**src/hw/pci_cfg_regs.svh**
```systemverilog
// Offsets, field positions and reset values of the configuration command/status bank
`ifndef PCI_CFG_REGS_SVH
`define PCI_CFG_REGS_SVH
// ----------------------------------------------------------------------------
// Dword indices of the configuration header
// ----------------------------------------------------------------------------
`define CFG_IDENT_DW      6'h00
`define CFG_CMDSTS_DW     6'h01
// ----------------------------------------------------------------------------
// Command register fields
// ----------------------------------------------------------------------------
`define CMD_IO_BIT        0
`define CMD_MEM_BIT       1
`define CMD_MASTER_BIT    2
`define CMD_INVAL_BIT     4
`define CMD_PARITY_BIT    6
`define CMD_SYSERR_BIT    8
`define CMD_B2B_BIT       9
`define CMD_WR_MASK       16'h0357
`define CMD_RESET         16'h0000
// ----------------------------------------------------------------------------
// Status register fields
// ----------------------------------------------------------------------------
`define STS_PARITY_BIT    15
`define STS_SIGSERR_BIT   14
`define STS_MABORT_BIT    13
`define STS_TABORT_BIT    12
`define STS_MASTER_DATA_PARITY_FLAG_BIT  8
`define STS_STICKY_MASK   16'hf100
`define STS_FIXED         16'h0290
`define STS_RESET         16'h0000
`define DEVSEL_DELAY      2
`endif

```
**src/hw/pci_cfg_pkg.sv**
```systemverilog
// Types and shared helpers of the configuration command/status bank
package pci_cfg_pkg;
  // --------------------------------------------------------------------------
  // Target select sequencer states
  // --------------------------------------------------------------------------
  typedef enum logic [1:0] {
    SEL_IDLE,
    SEL_WAIT,
    SEL_DRIVE
  } select_state_e;

  // Merge a 16-bit write into an old value, one byte lane per enable bit
  function automatic logic [15:0] merge_lanes(input logic [15:0] old_v,
                                              input logic [15:0] new_v,
                                              input logic [1:0]  be);
    logic [15:0] res;
    res[7:0]  = be[0] ? new_v[7:0]  : old_v[7:0];
    res[15:8] = be[1] ? new_v[15:8] : old_v[15:8];
    return res;
  endfunction : merge_lanes
endpackage : pci_cfg_pkg

```
**src/hw/cfg_write_if.sv**
```systemverilog
// Write strobes, lanes and data handed from the decoder to the register modules
interface cfg_write_if;
  logic        cmd_stb;
  logic        sts_stb;
  logic [3:0]  be;   // Lanes 1-0 command, lanes 3-2 status
  logic [31:0] data; // Full dword, so a write to both words keeps each half
  modport src  (output cmd_stb, output sts_stb, output be, output data);
  modport sink (input cmd_stb, input sts_stb, input be, input data);
endinterface : cfg_write_if

```
**src/hw/cmd_register.sv**
```systemverilog
// Command register with byte-lane writes and fixed-zero bits
`include "pci_cfg_regs.svh"
module cmd_register (
  input  wire logic        ref_clk_i,
  input  wire logic        sys_rst_i,
  cfg_write_if.sink        wr_if,
  output logic [15:0]      command_o
);
  logic [15:0] command;
  logic [15:0] next_command;

  // Only writable bits survive the merge; the rest stay zero
  assign next_command = pci_cfg_pkg::merge_lanes(command, wr_if.data[15:0], wr_if.be[1:0])
                        & `CMD_WR_MASK;
  assign command_o    = command;

  // Only the hardware reset clears; soft reset and halt never reach here
  always_ff @(posedge ref_clk_i) begin
    if (sys_rst_i) begin
      command <= `CMD_RESET;
    end else if (wr_if.cmd_stb) begin
      command <= next_command;
    end
  end
endmodule : cmd_register

```
**src/hw/status_flags.sv**
```systemverilog
// Sticky write-one-to-clear status flags plus constant capability fields
`include "pci_cfg_regs.svh"
module status_flags (
  input  wire logic        ref_clk_i,
  input  wire logic        sys_rst_i,
  cfg_write_if.sink        wr_if,
  input  wire logic [15:0] set_bits_i,
  output logic [15:0]      status_o
);
  logic [15:0] flags;
  logic [15:0] clear_bits;
  logic [15:0] next_flags;

  // Ones written on enabled lanes clear; a set in the same cycle wins
  assign clear_bits = wr_if.sts_stb ?
                      pci_cfg_pkg::merge_lanes(16'h0000, wr_if.data[31:16], wr_if.be[3:2]) :
                      16'h0000;
  assign next_flags = ((flags & ~clear_bits) | set_bits_i) & `STS_STICKY_MASK;
  assign status_o   = flags | `STS_FIXED;

  always_ff @(posedge ref_clk_i) begin
    if (sys_rst_i) begin
      flags <= `STS_RESET;
    end else begin
      flags <= next_flags;
    end
  end
endmodule : status_flags

```
**src/hw/pci_config_command_status.sv**
```systemverilog
// Configuration identity, command and status words with bus-side permission outputs
// Operation
// - Offset 0 reads a 16-bit maker word mirrored from a loader-writable shadow.
// - Offset 2 reads a fixed 16-bit product word; writes do nothing.
// - With command zero, claim and start nothing except configuration cycles.
// - Command bits 15-10, 7, 5, 3 read zero; special cycles ignored.
// - Fast back-to-back mastering allowed only while its enable bit is one.
// - System error pin fires on address parity only with both enables set.
// - Parity response off only flags; on, drive parity pin and master flag.
// - Use write-and-invalidate only when its enable is set, else plain write.
// - Memory and I/O claims gated by their enables; ROM needs both enables.
// - Writable command bits clear on hardware reset only.
// - Status bit 15 sets on any detected parity error, regardless of enables.
// - Status flags sticky, cleared by writing one, cleared by hardware reset.
// - Status bit 14 sets on address parity error with both enables set.
// - Status bit 13 sets when our transaction ends by master abort.
// - Status bit 12 sets when a target aborts our transaction.
// - Status bit 11 reads zero; never end a target access with abort.
// - Select timing reads medium; select asserted two clocks after frame.
// - Status bit 8 sets on master data parity error with parity response on.
// - Status bit 7 reads one; bits 6-5 and 3-0 read zero.
// - Capability list flag reads one and ignores writes.
`include "pci_cfg_regs.svh"
module pci_config_command_status #(
  parameter logic [15:0] MAKER_IDENT_RESET = 16'h5a5a, // Arbitrary value
  parameter logic [15:0] PRODUCT_IDENT     = 16'h3c3c  // Arbitrary value
) (
  input  wire logic        ref_clk_i,
  input  wire logic        sys_rst_i,
  input  wire logic        cfg_rd_i,
  input  wire logic        cfg_wr_i,
  input  wire logic [5:0]  cfg_addr_i,
  input  wire logic [3:0]  cfg_be_i,
  input  wire logic [31:0] cfg_wdata_i,
  output logic [31:0]      cfg_rdata_o,
  output logic             cfg_rvalid_o,
  input  wire logic        shadow_wr_i,
  input  wire logic [15:0] shadow_data_i,
  input  wire logic        addr_parity_err_i,
  input  wire logic        slave_wr_parity_err_i,
  input  wire logic        master_rd_parity_err_i,
  input  wire logic        target_perr_seen_i,
  input  wire logic        master_active_i,
  input  wire logic        master_abort_i,
  input  wire logic        target_abort_i,
  input  wire logic        frame_start_i,
  input  wire logic        transaction_end_i,
  input  wire logic        special_cycle_i,
  input  wire logic        cfg_hit_i,
  input  wire logic        mem_hit_i,
  input  wire logic        io_hit_i,
  input  wire logic        rom_hit_i,
  input  wire logic        expansion_memory_enable_i,
  output logic             master_enable_o,
  output logic             back_to_back_enable_o,
  output logic             write_invalidate_enable_o,
  output logic             memory_decode_enable_o,
  output logic             io_decode_enable_o,
  output logic             serr_drive_o,
  output logic             perr_drive_o,
  output logic             devsel_o
);
  // --------------------------------------------------------------------------
  // Register access decode
  // --------------------------------------------------------------------------
  cfg_write_if wr_bus ();

  logic [15:0] maker_ident_shadow;
  logic [15:0] bus_command;
  logic [15:0] bus_status;
  logic [15:0] status_set;
  logic [31:0] next_rdata;
  logic        sel_ident;
  logic        sel_cmdsts;

  assign sel_ident  = (cfg_addr_i == `CFG_IDENT_DW);
  assign sel_cmdsts = (cfg_addr_i == `CFG_CMDSTS_DW);

  // Identity dword accepts no writes at all; only the command dword decodes
  assign wr_bus.cmd_stb = cfg_wr_i && sel_cmdsts && (cfg_be_i[1:0] != 2'b00);
  assign wr_bus.sts_stb = cfg_wr_i && sel_cmdsts && (cfg_be_i[3:2] != 2'b00);
  // Whole dword passed on; each register picks its own lanes
  assign wr_bus.be      = cfg_be_i;
  assign wr_bus.data    = cfg_wdata_i;

  // A write that touches both words reaches both modules in the same cycle
  cmd_register u_cmd (
    .ref_clk_i (ref_clk_i),
    .sys_rst_i (sys_rst_i),
    .wr_if     (wr_bus),
    .command_o (bus_command)
  );

  status_flags u_sts (
    .ref_clk_i  (ref_clk_i),
    .sys_rst_i  (sys_rst_i),
    .wr_if      (wr_bus),
    .set_bits_i (status_set),
    .status_o   (bus_status)
  );

  // Unmapped dwords read zero
  assign next_rdata = sel_ident  ? {PRODUCT_IDENT, maker_ident_shadow} :
                      sel_cmdsts ? {bus_status, bus_command} : 32'h0000_0000;

  // --------------------------------------------------------------------------
  // Maker identity shadow
  // --------------------------------------------------------------------------
  // Loader overwrite only; host configuration writes cannot reach it
  always_ff @(posedge ref_clk_i) begin
    if (sys_rst_i) begin
      maker_ident_shadow <= MAKER_IDENT_RESET;
    end else if (shadow_wr_i) begin
      maker_ident_shadow <= shadow_data_i;
    end
  end

  // Read data registered; one-cycle valid pulse
  always_ff @(posedge ref_clk_i) begin
    if (sys_rst_i) begin
      cfg_rdata_o  <= 32'h0000_0000;
      cfg_rvalid_o <= 1'b0;
    end else begin
      cfg_rdata_o  <= cfg_rd_i ? next_rdata : cfg_rdata_o;
      cfg_rvalid_o <= cfg_rd_i;
    end
  end

  // --------------------------------------------------------------------------
  // Error detection and reporting
  // --------------------------------------------------------------------------
  logic parity_en;
  logic syserr_en;
  logic any_parity;
  logic master_data_err;

  assign parity_en       = bus_command[`CMD_PARITY_BIT];
  assign syserr_en       = bus_command[`CMD_SYSERR_BIT];
  assign any_parity      = addr_parity_err_i | slave_wr_parity_err_i |
                           master_rd_parity_err_i | target_perr_seen_i;
  assign master_data_err = master_active_i && parity_en &&
                           (master_rd_parity_err_i || target_perr_seen_i);

  // Set sources for the sticky flags
  always_comb begin
    status_set                    = 16'h0000;
    status_set[`STS_PARITY_BIT]   = any_parity;
    status_set[`STS_SIGSERR_BIT]  = addr_parity_err_i && syserr_en && parity_en;
    status_set[`STS_MABORT_BIT]   = master_abort_i;
    status_set[`STS_TABORT_BIT]   = target_abort_i;
    status_set[`STS_MASTER_DATA_PARITY_FLAG_BIT] = master_data_err;
  end

  // Pin drive requests are one-cycle pulses to the bus engine
  always_ff @(posedge ref_clk_i) begin
    if (sys_rst_i) begin
      serr_drive_o <= 1'b0;
      perr_drive_o <= 1'b0;
    end else begin
      serr_drive_o <= addr_parity_err_i && syserr_en && parity_en;
      perr_drive_o <= parity_en && (slave_wr_parity_err_i || master_rd_parity_err_i);
    end
  end

  // --------------------------------------------------------------------------
  // Master and decode permissions
  // --------------------------------------------------------------------------
  // Registered copies keep every output on a flop, at one cycle of lag
  always_ff @(posedge ref_clk_i) begin
    if (sys_rst_i) begin
      master_enable_o           <= 1'b0;
      back_to_back_enable_o     <= 1'b0;
      write_invalidate_enable_o <= 1'b0;
      memory_decode_enable_o    <= 1'b0;
      io_decode_enable_o        <= 1'b0;
    end else begin
      master_enable_o           <= bus_command[`CMD_MASTER_BIT];
      back_to_back_enable_o     <= bus_command[`CMD_B2B_BIT];
      write_invalidate_enable_o <= bus_command[`CMD_INVAL_BIT];
      memory_decode_enable_o    <= bus_command[`CMD_MEM_BIT];
      io_decode_enable_o        <= bus_command[`CMD_IO_BIT];
    end
  end

  // --------------------------------------------------------------------------
  // Target claim and select timing
  // --------------------------------------------------------------------------
  pci_cfg_pkg::select_state_e sel_state;
  pci_cfg_pkg::select_state_e next_sel_state;
  logic                       claim;

  // Special cycles are never claimed; ROM needs both enables
  assign claim = !special_cycle_i && (cfg_hit_i ||
                 (mem_hit_i && bus_command[`CMD_MEM_BIT]) ||
                 (io_hit_i && bus_command[`CMD_IO_BIT]) ||
                 (rom_hit_i && expansion_memory_enable_i &&
                  bus_command[`CMD_MEM_BIT]));

  // Medium timing: one wait state between frame and select
  always_comb begin
    case (sel_state)
      pci_cfg_pkg::SEL_IDLE:
        next_sel_state = (frame_start_i && claim) ? pci_cfg_pkg::SEL_WAIT
                                                  : pci_cfg_pkg::SEL_IDLE;
      pci_cfg_pkg::SEL_WAIT:
        next_sel_state = pci_cfg_pkg::SEL_DRIVE;
      pci_cfg_pkg::SEL_DRIVE:
        next_sel_state = transaction_end_i ? pci_cfg_pkg::SEL_IDLE
                                           : pci_cfg_pkg::SEL_DRIVE;
      default:
        next_sel_state = pci_cfg_pkg::SEL_IDLE;
    endcase
  end

  // There is no abort path: a claimed access always runs to its end
  always_ff @(posedge ref_clk_i) begin
    if (sys_rst_i) begin
      sel_state <= pci_cfg_pkg::SEL_IDLE;
      devsel_o  <= 1'b0;
    end else begin
      sel_state <= next_sel_state;
      devsel_o  <= (next_sel_state == pci_cfg_pkg::SEL_DRIVE);
    end
  end
endmodule : pci_config_command_status

```
**config.mk**
```make
export PLATFORM = sky130hd
export DESIGN_NAME = pci_config_command_status
export DESIGN_NICKNAME = d
export VERILOG_FILES = /design/src/hw/pci_cfg_pkg.sv /design/src/hw/cfg_write_if.sv /design/src/hw/cmd_register.sv /design/src/hw/status_flags.sv /design/src/hw/pci_config_command_status.sv
export VERILOG_INCLUDE_DIRS = /design/src /design/src/hw
export SDC_FILE = /design/constraint.sdc
export NUM_CORES = 1
export LEC_CHECK = 0
export BUFFER_PORTS_ARGS = -buffer_cell sky130_fd_sc_hd__buf_2
export CORE_MARGIN = 2
export CORE_UTILIZATION = 48
export CTS_BUF_LIST = sky130_fd_sc_hd__clkbuf_8
export DETAILED_ROUTE_END_ITERATION = 6
export PLACE_DENSITY = 0.86
export RECOVER_POWER = 25
export SETUP_SLACK_MARGIN = 0.1
export SYNTH_ARGS = -nofsm -noshare
export SYNTH_HDL_FRONTEND = slang
export SYNTH_SLANG_ARGS = --single-unit
```
**constraint.sdc**
```tcl
create_clock -name ref_clk_i -period 1.58 [get_ports ref_clk_i]
set_input_delay 0.158 -clock ref_clk_i [delete_from_list [all_inputs] [get_ports ref_clk_i]]
set_output_delay 0.158 -clock ref_clk_i [all_outputs]
set_load 0.01 [all_outputs]
```
==> results of run 1 <==
[layout make-up]
| type | instances | area [sq um] |
|---|---|---|
| Clock buffer | 9 | 124 |
| Sequential cell | 63 | 1260 |
| Timing Repair Buffer | 104 | 548 |
| Clock inverter | 7 | 96.3 |
| Fill cell | 449 | 1860 |
| Inverter | 7 | 26.3 |
| Multi-Input combinational cell | 159 | 1070 |
| Tap cell | 70 | 87.6 |
[critical path: stages]
cell,delay (ns)
sky130_fd_sc_hd__buf_2,0.11
sky130_fd_sc_hd__nor4_4,0.30
sky130_fd_sc_hd__buf_4,0.26
sky130_fd_sc_hd__nand3b_2,0.31
sky130_fd_sc_hd__o31ai_1,0.35
[logic make-up (layout without fill, tap and decap cells)]
group | count (synthesis) | after routing | synth area share (%)
flip-flops | 63 | 63 | 50.6
buffers and inverters | 33 | 127 | 6.58
AO/OA/AOI/OAI | 36 | 36 | 9.59
AND/OR/NAND/NOR | 89 | 89 | 20.4
other | 1 | 3 | 0.150
multiplexers | 31 | 31 | 12.7
[power by group through the flow]
stage          Sequential [mW]  Combinational (mW)  Clock (mW)
5_1_grt                   1.64               0.290        1.64
3_5_place_dp              1.68               0.254           0
2_1_floorplan             1.67               0.146           0
3_3_place_gp              1.67               0.247           0
4_1_cts                   1.64               0.262        1.57
6_report                  1.64               0.260        1.54
[worst paths after layout]
check | slack (ns) | to | cells after the start
hold reg to reg | 0.47 | cfg_rdata_o[11] | 2
setup / recovery | 0.33 | cfg_rdata_o[9] | 5
hold / removal | 0.04 | maker_ident_shadow[1] | 3
setup reg to reg | 0.67 | u_cmd.command_o[0] | 2
[through the flow]
stage               instances  util (%)  hold WS [ns]
floorplan                 255         -         0.235
global route              419      63.4        0.0487
detailed placement        400      58.6         0.325
CTS                       419      63.5        0.0224
finish                    419      63.4        0.0367
global placement          400      58.6         0.321
[cell usage after synthesis (2+ instances only)]
library cell,number,area share (%)
sky130_fd_sc_hd__o32ai_1,3,1.1
sky130_fd_sc_hd__nand2_1,16,2.4
sky130_fd_sc_hd__nor2_1,19,2.9
sky130_fd_sc_hd__clkbuf_1,7,1.1
sky130_fd_sc_hd__a21oi_1,13,2.6
sky130_fd_sc_hd__inv_1,6,0.90
sky130_fd_sc_hd__o21ai_0,4,0.80
sky130_fd_sc_hd__o31ai_1,10,3.0
sky130_fd_sc_hd__nor2b_1,13,3.3
sky130_fd_sc_hd__a311oi_1,2,0.70
sky130_fd_sc_hd__buf_2,8,1.6
sky130_fd_sc_hd__mux2i_1,26,10
sky130_fd_sc_hd__and4_1,2,0.70
sky130_fd_sc_hd__nand2b_1,12,3.0
sky130_fd_sc_hd__mux2_1,4,1.8
sky130_fd_sc_hd__buf_4,8,2.4
sky130_fd_sc_hd__nand4_1,11,2.8
sky130_fd_sc_hd__dfxtp_1,63,51
sky130_fd_sc_hd__buf_1,3,0.45
sky130_fd_sc_hd__nand3b_1,10,3.0
[routing by layer]
layer	track usage, %	up-vias	wire length (microns)	part of all wire (%)
met2	36.5	77	2810	48
li1	-	1051	-	-
met4	11.6	0	111	1.9
met1	25.5	964	2590	45
met3	4.27	11	302	5.2
met5	0	-	0	0
[registers in the layout, summed over array words and instances (netlist names)]
signal	cells
back_to_back_enable_o	1
cfg_rdata_o	24
cfg_rvalid_o	1
devsel_o	1
io_decode_enable_o	1
maker_ident_shadow	16
master_enable_o	1
memory_decode_enable_o	1
perr_drive_o	1
sel_state	2
serr_drive_o	1
u_cmd.command_o	7
u_sts.flags	5
write_invalidate_enable_o	1
[repair_timing]
action,in CTS,in global routing
gates resized for setup,0,0
endpoints found under the hold margin,3,0
hold buffers,3,0
==> impl_summary.log, run 1 <==
[metrics] run status: complete, no violations
[metrics] chip height: 76.1 microns
[metrics] maximum fanout along the worst path: 14
[metrics] final net count: 422
[metrics] type of the worst setup path: in -> reg
[metrics] number of antenna violations at the first check in global routing: 0
[metrics] die extent in x: 76.1 microns
[metrics] via count normalized by instance count: 5.02
[metrics] number of unique standard cell types used by synthesis: 33
[metrics] type of the worst min-delay path: in -> reg
[metrics] total of warnings raised by yosys: 0
[metrics] Die Area: 0.00579 sq mm
[metrics] instance area at placement: 0.00297 sq mm
[metrics] min setup slack post-route: 0.333 ns
[metrics] number of levels in the clock H-tree: 3
[metrics] number of placement rows: 26
[metrics] Leakage Power: 1.49 nW
[metrics] post-placement worst setup slack: -0.0251 ns
[metrics] Fin Clk Skew: 0.00508 ns
[metrics] fraction of the yosys area taken by sequential cells: 50.6%
[metrics] startpoint class of the critical path: input pin
[metrics] maximum number of pins on one net before global-route repair: 33
[metrics] most frequent standard cell in the layout excluding fill and tap cells: sky130_fd_sc_hd__buf_2
[metrics] final-layout setup total negative slack: 0 ns
[metrics] required time reported for the critical path endpoint: 1.82 ns
[metrics] proportion of layout cells with a drive suffix above 1: 34.1%
[metrics] post-synthesis async set-or-reset flop share: 0%
[metrics] tightest slew margin relative to the limit: 16.6%
[metrics] clock buffer depth: 2
[metrics] P_int: 2.64 mW
[metrics] number of synthesized flops with an enable pin: 0
[metrics] source of the worst register-to-register timing path: u_cmd.command_o[0]
[metrics] first-pass GRT wire length: 9760 microns
[metrics] ports placed on the boundary: 119
[metrics] final WL: 5810 microns
[metrics] overall via count from detail_route: 2,103
[metrics] clock sinks: 63
[metrics] Final Instance Area: 0.00322 sq mm
[metrics] placeable core area: 0.00507 sq mm
[metrics] category of the worst setup path capture point: register
[metrics] Main synth FF type: sky130_fd_sc_hd__dfxtp_1
[metrics] max-cap violations: 0
[metrics] worst slew pin tran: 1.25 ns
[metrics] Mapped Avg Cell Area: 9.85 sq um
[metrics] CTS tree: done
[metrics] vias in the first global route: 2,123
[metrics] CP startpoint: cfg_addr_i[3]
[metrics] setup repair after global routing missed its margin: false
[metrics] net switching share of the total power: 23.3%
[metrics] TritonCTS Buffers: 9
[metrics] placed wire-length estimate: 4010 microns
[metrics] post-detailed-route count of antenna-violating nets: 0
[metrics] commonest cells after routing, fill and taps aside: sky130_fd_sc_hd__buf_2, sky130_fd_sc_hd__dfxtp_1, sky130_fd_sc_hd__mux2i_1, sky130_fd_sc_hd__nor2_1, sky130_fd_sc_hd__nand2_1
[metrics] final-report hold violation count: 0
[metrics] DRT iter0 DRCs: 43
[metrics] residual overflow from global routing: 0
[metrics] Final setup viols: 0
[metrics] Pwr per Cell Area: 1070 mW/mm^2
[metrics] antenna cells: 0
[metrics] RePlAce Congestion: 0.731
[metrics] combinational power share: 7.6%
[metrics] remaining routing DRC violations: 0
[metrics] Clock Pin Slew Worst Setup and Hold Paths: 0.07 ns
[metrics] cell count after synthesis: 253
[metrics] overall track demand over capacity in global routing: 21.4%
[metrics] Layout Area Growth over Synthesis: 29.1%
[metrics] Clock Tree Root: sky130_fd_sc_hd__clkbuf_8
[metrics] number of register bits inferred by synthesis: 63
[metrics] final period utilization: 78.9%
[metrics] number of iterations in the first detailed-routing pass: 4
[metrics] summed instance area of the synthesized netlist: 0.00249 sq mm
[metrics] port bufs: 94
[metrics] total setup buffers inserted after CTS: 0
[metrics] clk_lat worst skew: 0.34 ns
[metrics] number of slew-limit violations in the final report: 0
[metrics] initial core utilization: 49.1%
[metrics] reported net switching power: 0.800 mW
[metrics] routed len/inst: 13.9 microns
[metrics] Reg power frac: 47.7%
[metrics] Worst IR Drop VDD: 0.588 mV
[metrics] startpoint of the most critical hold path: shadow_data_i[1]
[metrics] final period demand of the worst path: 1.25 ns
[metrics] Clk network pwr share: 44.7%
[metrics] Fmax achieved: 802 MHz
[metrics] total power: 3.44 mW
[metrics] data arrival time at the worst-slack endpoint: 1.49 ns
No activity file was read; power rests on OpenSTA's default activity.
==> run 2: changes to the inputs <==
CORE_UTILIZATION = 43   (was 48)
PLACE_DENSITY = 0.82   (was 0.86)
clock period = 1 ns   (was 1.58 ns; I/O delays follow)
==> impl_summary.log, run 2 (same netlist as run 1, synthesis figures left out) <==
[metrics] startpoint class of the critical path: input pin
[metrics] placeable core area: 0.00554 sq mm
[metrics] chip height: 80.1 microns
[metrics] total power: 5.60 mW
[metrics] ports placed on the boundary: 119
[metrics] overall via count from detail_route: 2,362
[metrics] number of antenna violations at the first check in global routing: 0
[metrics] via count normalized by instance count: 5.21
[metrics] RePlAce Congestion: 0.789
[metrics] Fmax achieved: 991 MHz
[metrics] failing checks: setup timing
[metrics] Leakage Power: 1.75 nW
[metrics] maximum fanout along the worst path: 5
[metrics] category of the worst setup path capture point: register
[metrics] Layout Area Growth over Synthesis: 60.7%
[metrics] final-layout fill cell count: 369
[metrics] run status: finished, violations left
[metrics] type of the worst setup path: in -> reg
[metrics] number of levels in the clock H-tree: 3
[metrics] final net count: 454
[metrics] CTS tree: done
[metrics] required time reported for the critical path endpoint: 1.23 ns
[metrics] most frequent standard cell in the layout excluding fill and tap cells: sky130_fd_sc_hd__buf_2
[metrics] clock sinks: 63
[metrics] DRT iter0 DRCs: 127
[metrics] routed len/inst: 16.7 microns
[metrics] max-cap violations: 0
[metrics] data arrival time at the worst-slack endpoint: 1.24 ns
[metrics] Pwr per Cell Area: 1400 mW/mm^2
[metrics] final period utilization: 101%
[metrics] proportion of layout cells with a drive suffix above 1: 49.3%
[metrics] Worst IR Drop VDD: 0.915 mV
[metrics] final WL: 7560 microns
[metrics] met3 wire len: 453 microns
[metrics] Final setup viols: 4
[metrics] number of slew-limit violations in the final report: 0
[metrics] Routed met2 length: 3940 microns
[metrics] residual overflow from global routing: 0
[metrics] Fin Clk Skew: 0.00819 ns
[metrics] initial core utilization: 45.0%
[metrics] placed wire-length estimate: 4230 microns
[metrics] overall track demand over capacity in global routing: 21.2%
[metrics] core utilization of the finished layout: 72.3%
[metrics] post-detailed-route count of antenna-violating nets: 0
[metrics] final period demand of the worst path: 1.01 ns
[metrics] final-report hold violation count: 0
[metrics] Clock Pin Slew Worst Setup and Hold Paths: 0.07 ns
[metrics] remaining routing DRC violations: 0
[metrics] number of iterations in the first detailed-routing pass: 4
[metrics] number of placement rows: 27
[metrics] clk_lat worst skew: 0.35 ns
[metrics] die extent in x: 80.1 microns
[metrics] Reg with most FFs: cfg_rdata_o
[metrics] clock buffer depth: 2
[metrics] top metal layer carrying routed signals: met4
[metrics] Die Area: 0.00642 sq mm
[metrics] Clock Tree Root: sky130_fd_sc_hd__clkbuf_8
[metrics] antenna cells: 0
[metrics] wire length on met1: 3020 microns
[metrics] maximum number of pins on one net before global-route repair: 22
[metrics] type of the worst min-delay path: in -> reg
[metrics] TritonCTS Buffers: 9
[metrics] commonest cells after routing, fill and taps aside: sky130_fd_sc_hd__buf_2, sky130_fd_sc_hd__buf_6, sky130_fd_sc_hd__dfxtp_1, sky130_fd_sc_hd__dfxtp_2, sky130_fd_sc_hd__mux2i_1
[metrics] port bufs: 94
[metrics] vias in the first global route: 2,133
[metrics] first-pass GRT wire length: 10,300 microns
[metrics] setup repair after global routing missed its margin: true
[metrics] min setup slack post-route: -0.00921 ns
[metrics] number of flip-flops under the largest register name: 24
[run 2: metrics by stage]
step | setup TNS, ns | cells | worst slack (ns) | cell area [sq um] | hold WS [ns]
after floorplan | -1.37 | 255 | -0.210 | 2530 | 0.177
after global placement | -7.19 | 413 | -0.316 | 3120 | 0.263
after detailed placement | -8.93 | 413 | -0.371 | 3120 | 0.266
after CTS | 0 | 447 | 0.0183 | 3680 | 0.000616
after global routing | -0.116 | 453 | -0.0274 | 4010 | 0.0271
final | -0.0231 | 453 | -0.00921 | 4010 | 0.00405
[run 2: final cells by class]
cell class                      instances  area, sq um  area share [%]
Clock buffer                            9          124            3.09
Clock inverter                          7         96.3            2.40
Inverter                                7         26.3           0.656
Multi-Input combinational cell        159         1270            31.6
Sequential cell                        63         1300            32.5
Tap cell                               72         90.1            2.25
Timing Repair Buffer                  136         1100            27.5
[run 2: worst paths after layout]
path / startpoint / end / slack [ns] / cells after the start
max: cfg_addr_i[2] / u_cmd.command_o[1] / -0.009 / 5
min: shadow_data_i[2] / maker_ident_shadow[2] / 0.004 / 3
max reg2reg: u_cmd.command_o[1] / u_cmd.command_o[1] / 0.06 / 2
min reg2reg: cfg_rdata_o[7] / cfg_rdata_o[7] / 0.48 / 2
[run 2: worst max-delay path, cell delays in order]
cell	delay, ns
sky130_fd_sc_hd__buf_6	0.10
sky130_fd_sc_hd__nor4_4	0.33
sky130_fd_sc_hd__and4_4	0.28
sky130_fd_sc_hd__buf_6	0.13
sky130_fd_sc_hd__mux2_4	0.30
[run 2: where the power goes]
part	internal (mW)	total, mW	switching [mW]
combinational	0.275	0.545	0.270
clock	1.41	2.46	1.06
sequential	2.56	2.59	0.0321
total	4.24	5.60	1.36
[run 2: what timing repair did]
item                                   4_1_cts  5_1_grt
gates resized for setup                     48       49
pin swaps                                    2       11
gates cloned                                 0        1
hold buffers                                16        0
buffers inserted                             2        5
setup endpoints to repair                   49       54
endpoints found under the hold margin       15        0
[run 2: metal layers]
layer | GRT usage, % | vias up
met5 | 0 | -
met4 | 7.29 | 0
met3 | 5.17 | 12
met2 | 36.3 | 111
met1 | 26.0 | 1119
li1 | - | 1120
==> run 3: changes to the inputs <==
ABC_AREA = 1   (was unset)
==> impl_summary.log, run 3 <==
[metrics] run status: complete, no violations
[metrics] number of antenna violations at the first check in global routing: 0
[metrics] fraction of the yosys area taken by sequential cells: 51.2%
[metrics] maximum fanout along the worst path: 6
[metrics] post-detailed-route count of antenna-violating nets: 0
[metrics] RePlAce Congestion: 0.854
[metrics] residual overflow from global routing: 0
[metrics] vias in the first global route: 2,387
[metrics] Reg with most FFs: cfg_rdata_o
[metrics] Leakage Power: 1.77 nW
[metrics] Bufs and invs on worst path: 1
[metrics] ranking of synthesized cells by instance count: sky130_fd_sc_hd__nand2_1, sky130_fd_sc_hd__dfxtp_1, sky130_fd_sc_hd__nor2_1
[metrics] number of register bits inferred by synthesis: 63
[metrics] category of the worst setup path capture point: output port
[metrics] startpoint class of the critical path: register
[metrics] Main synth FF type: sky130_fd_sc_hd__dfxtp_1
[metrics] port bufs: 94
[metrics] TritonCTS Buffers: 9
[metrics] number of placement rows: 27
[metrics] commonest cells after routing, fill and taps aside: sky130_fd_sc_hd__nand2_1, sky130_fd_sc_hd__buf_2, sky130_fd_sc_hd__nor2_1, sky130_fd_sc_hd__dfxtp_1, sky130_fd_sc_hd__nand3_1
[metrics] first-pass GRT wire length: 10,100 microns
[metrics] cell count after synthesis: 335
[metrics] final period demand of the worst path: 0.920 ns
[metrics] Worst IR Drop VDD: 0.729 mV
[metrics] placed wire-length estimate: 4500 microns
[metrics] maximum number of pins on one net before global-route repair: 37
[metrics] Clock Tree Root: sky130_fd_sc_hd__clkbuf_8
[metrics] number of iterations in the first detailed-routing pass: 4
[metrics] remaining routing DRC violations: 0
[metrics] total of warnings raised by yosys: 0
[metrics] initial core utilization: 44.8%
[metrics] most frequent standard cell in the layout excluding fill and tap cells: sky130_fd_sc_hd__nand2_1
[metrics] final WL: 6560 microns
[metrics] type of the worst min-delay path: in -> reg
[metrics] Fmax achieved: 1090 MHz
[metrics] setup repair after global routing missed its margin: true
[metrics] worst slew pin tran: 0.502 ns
[metrics] number of synthesized flops with an enable pin: 0
[metrics] tightest slew margin relative to the limit: 66.5%
[metrics] final-layout worst hold slack: 0.00449 ns
[metrics] total power: 4.99 mW
[metrics] Pwr per Cell Area: 1390 mW/mm^2
[metrics] routed len/inst: 12.3 microns
[metrics] number of levels in the clock H-tree: 3
[metrics] final-report hold violation count: 0
[metrics] Fin Clk Skew: 0.00566 ns
[metrics] Layout Area Growth over Synthesis: 45.8%
[metrics] placeable core area: 0.00551 sq mm
[metrics] overall track demand over capacity in global routing: 20.2%
[metrics] via count normalized by instance count: 4.84
[metrics] top cell type's share of synthesized area: 51.2%
[metrics] CTS tree: done
[metrics] Clock Pin Slew Worst Setup and Hold Paths: 0.07 ns
[metrics] chip height: 79.7 microns
[metrics] delay contributed by the slowest stage of the critical path: 0.36 ns
[metrics] DRT iter0 DRCs: 186
[metrics] final net count: 532
[metrics] proportion of layout cells with a drive suffix above 1: 35.3%
[metrics] clk_lat worst skew: 0.33 ns
[metrics] required time reported for the critical path endpoint: 0.90 ns
[metrics] data arrival time at the worst-slack endpoint: 0.82 ns
[metrics] Final setup viols: 0
[metrics] ranking of synthesized cells by area: sky130_fd_sc_hd__dfxtp_1, sky130_fd_sc_hd__nand2_1, sky130_fd_sc_hd__nor2_1
[metrics] overall via count from detail_route: 2,571
[metrics] final period utilization: 92.0%
[metrics] die extent in x: 79.7 microns
[metrics] summed instance area of the synthesized netlist: 0.00246 sq mm
[metrics] cell with the most instances after synthesis: sky130_fd_sc_hd__nand2_1
[metrics] number of flip-flops under the largest register name: 24
[metrics] cell type contributing the most total cell area after synthesis: sky130_fd_sc_hd__dfxtp_1
[metrics] post-synthesis async set-or-reset flop share: 0%
[metrics] Mapped Avg Cell Area: 7.36 sq um
[metrics] Critical Path Slowest Stage Cell: sky130_fd_sc_hd__dfxtp_4
[metrics] number of slew-limit violations in the final report: 0
[metrics] clock buffer depth: 2
[metrics] antenna cells: 0
[metrics] clock sinks: 63
[metrics] ports placed on the boundary: 119
[metrics] max-cap violations: 0
[metrics] Largest delay share family, worst path: flip-flops
[metrics] CP Cell Sequence: buf_2
[metrics] Die Area: 0.00635 sq mm
[metrics] number of unique standard cell types used by synthesis: 24
[metrics] type of the worst setup path: reg -> out
-- run 3: cell count changes after synthesis, sizes merged, moves of 5 or more --
cell,change
inv,+20
mux2,-5
nand3,+30
nor2b,-13
a21oi,+7
mux2i,-26
nor2,+31
o31ai,-10
nand2,+78
nand3b,-11
o21ai,+7
nand2b,-12
-- run 3: final cells by class --
type	instances	area, sq um
clock buffers	11	151
flip-flops and latches	63	1300
multi-input cells	225	1010
inverters	27	101
clock inverters	5	23.8
repair buffers	128	920
fillers	452	1910
well taps	72	90.1
-- run 3: stage by stage --
stage               cells  util, %  cell area, sq um  worst slack (ns)  TNS, ns
detailed placement    495     55.6              3060            -0.161    -3.74
CTS                   527     62.2              3430            0.0700        0
global placement      495     55.6              3060            -0.120    -2.88
finish                531     65.3              3590            0.0797        0
global route          531     65.3              3590            0.0523        0
floorplan             337        -              2480             0.111        0
-- run 3: power breakdown --
| group | leakage [nW] | internal [mW] | total (mW) | switching (mW) |
|---|---|---|---|---|
| Clock | 0.100 | 1.01 | 1.93 | 0.920 |
| Sequential | 0.527 | 2.57 | 2.60 | 0.0323 |
| Combinational | 1.14 | 0.218 | 0.458 | 0.240 |
| Total | 1.77 | 3.80 | 4.99 | 1.19 |
-- run 3: layer usage --
layer  GRT usage [%]  vias to the layer above  wire length (microns)
li1                -                     1291                      -
met1            23.5                     1182                   2630
met2            34.8                       82                   3430
met3            3.05                       16                    341
met4            12.1                        0                    158
met5               0                        -                      0
-- run 3: path summary, 6_finish.rpt --
path                               from              end  slack [ns]  cells after the start
setup reg to reg     u_cmd.command_o[6]  u_sts.flags[14]        0.10                      5
hold reg to reg      u_cmd.command_o[2]  master_enable_o        0.44                      2
hold / removal    slave_wr_parity_err_i     perr_drive_o       0.004                      3
setup / recovery        cfg_rdata_o[27]  cfg_rdata_o[19]        0.08                      1
-- run 3: cells by family after synthesis --
group / synth area share (%)
and+or+nand+nor: 31.8
DFF: 51.2
buffers and inverters: 8.93
AOI/OAI and AO/OA: 7.97
other: 0.152
-- run 3: what timing repair did --
| action | in CTS | in global routing |
|---|---|---|
| pin swaps | 0 | 2 |
| setup buffers | 1 | 4 |
| resized for setup | 19 | 35 |
| endpoints found under the setup margin | 22 | 40 |
| hold buffers | 15 | 0 |
| hold endpoints to repair | 15 | 0 |
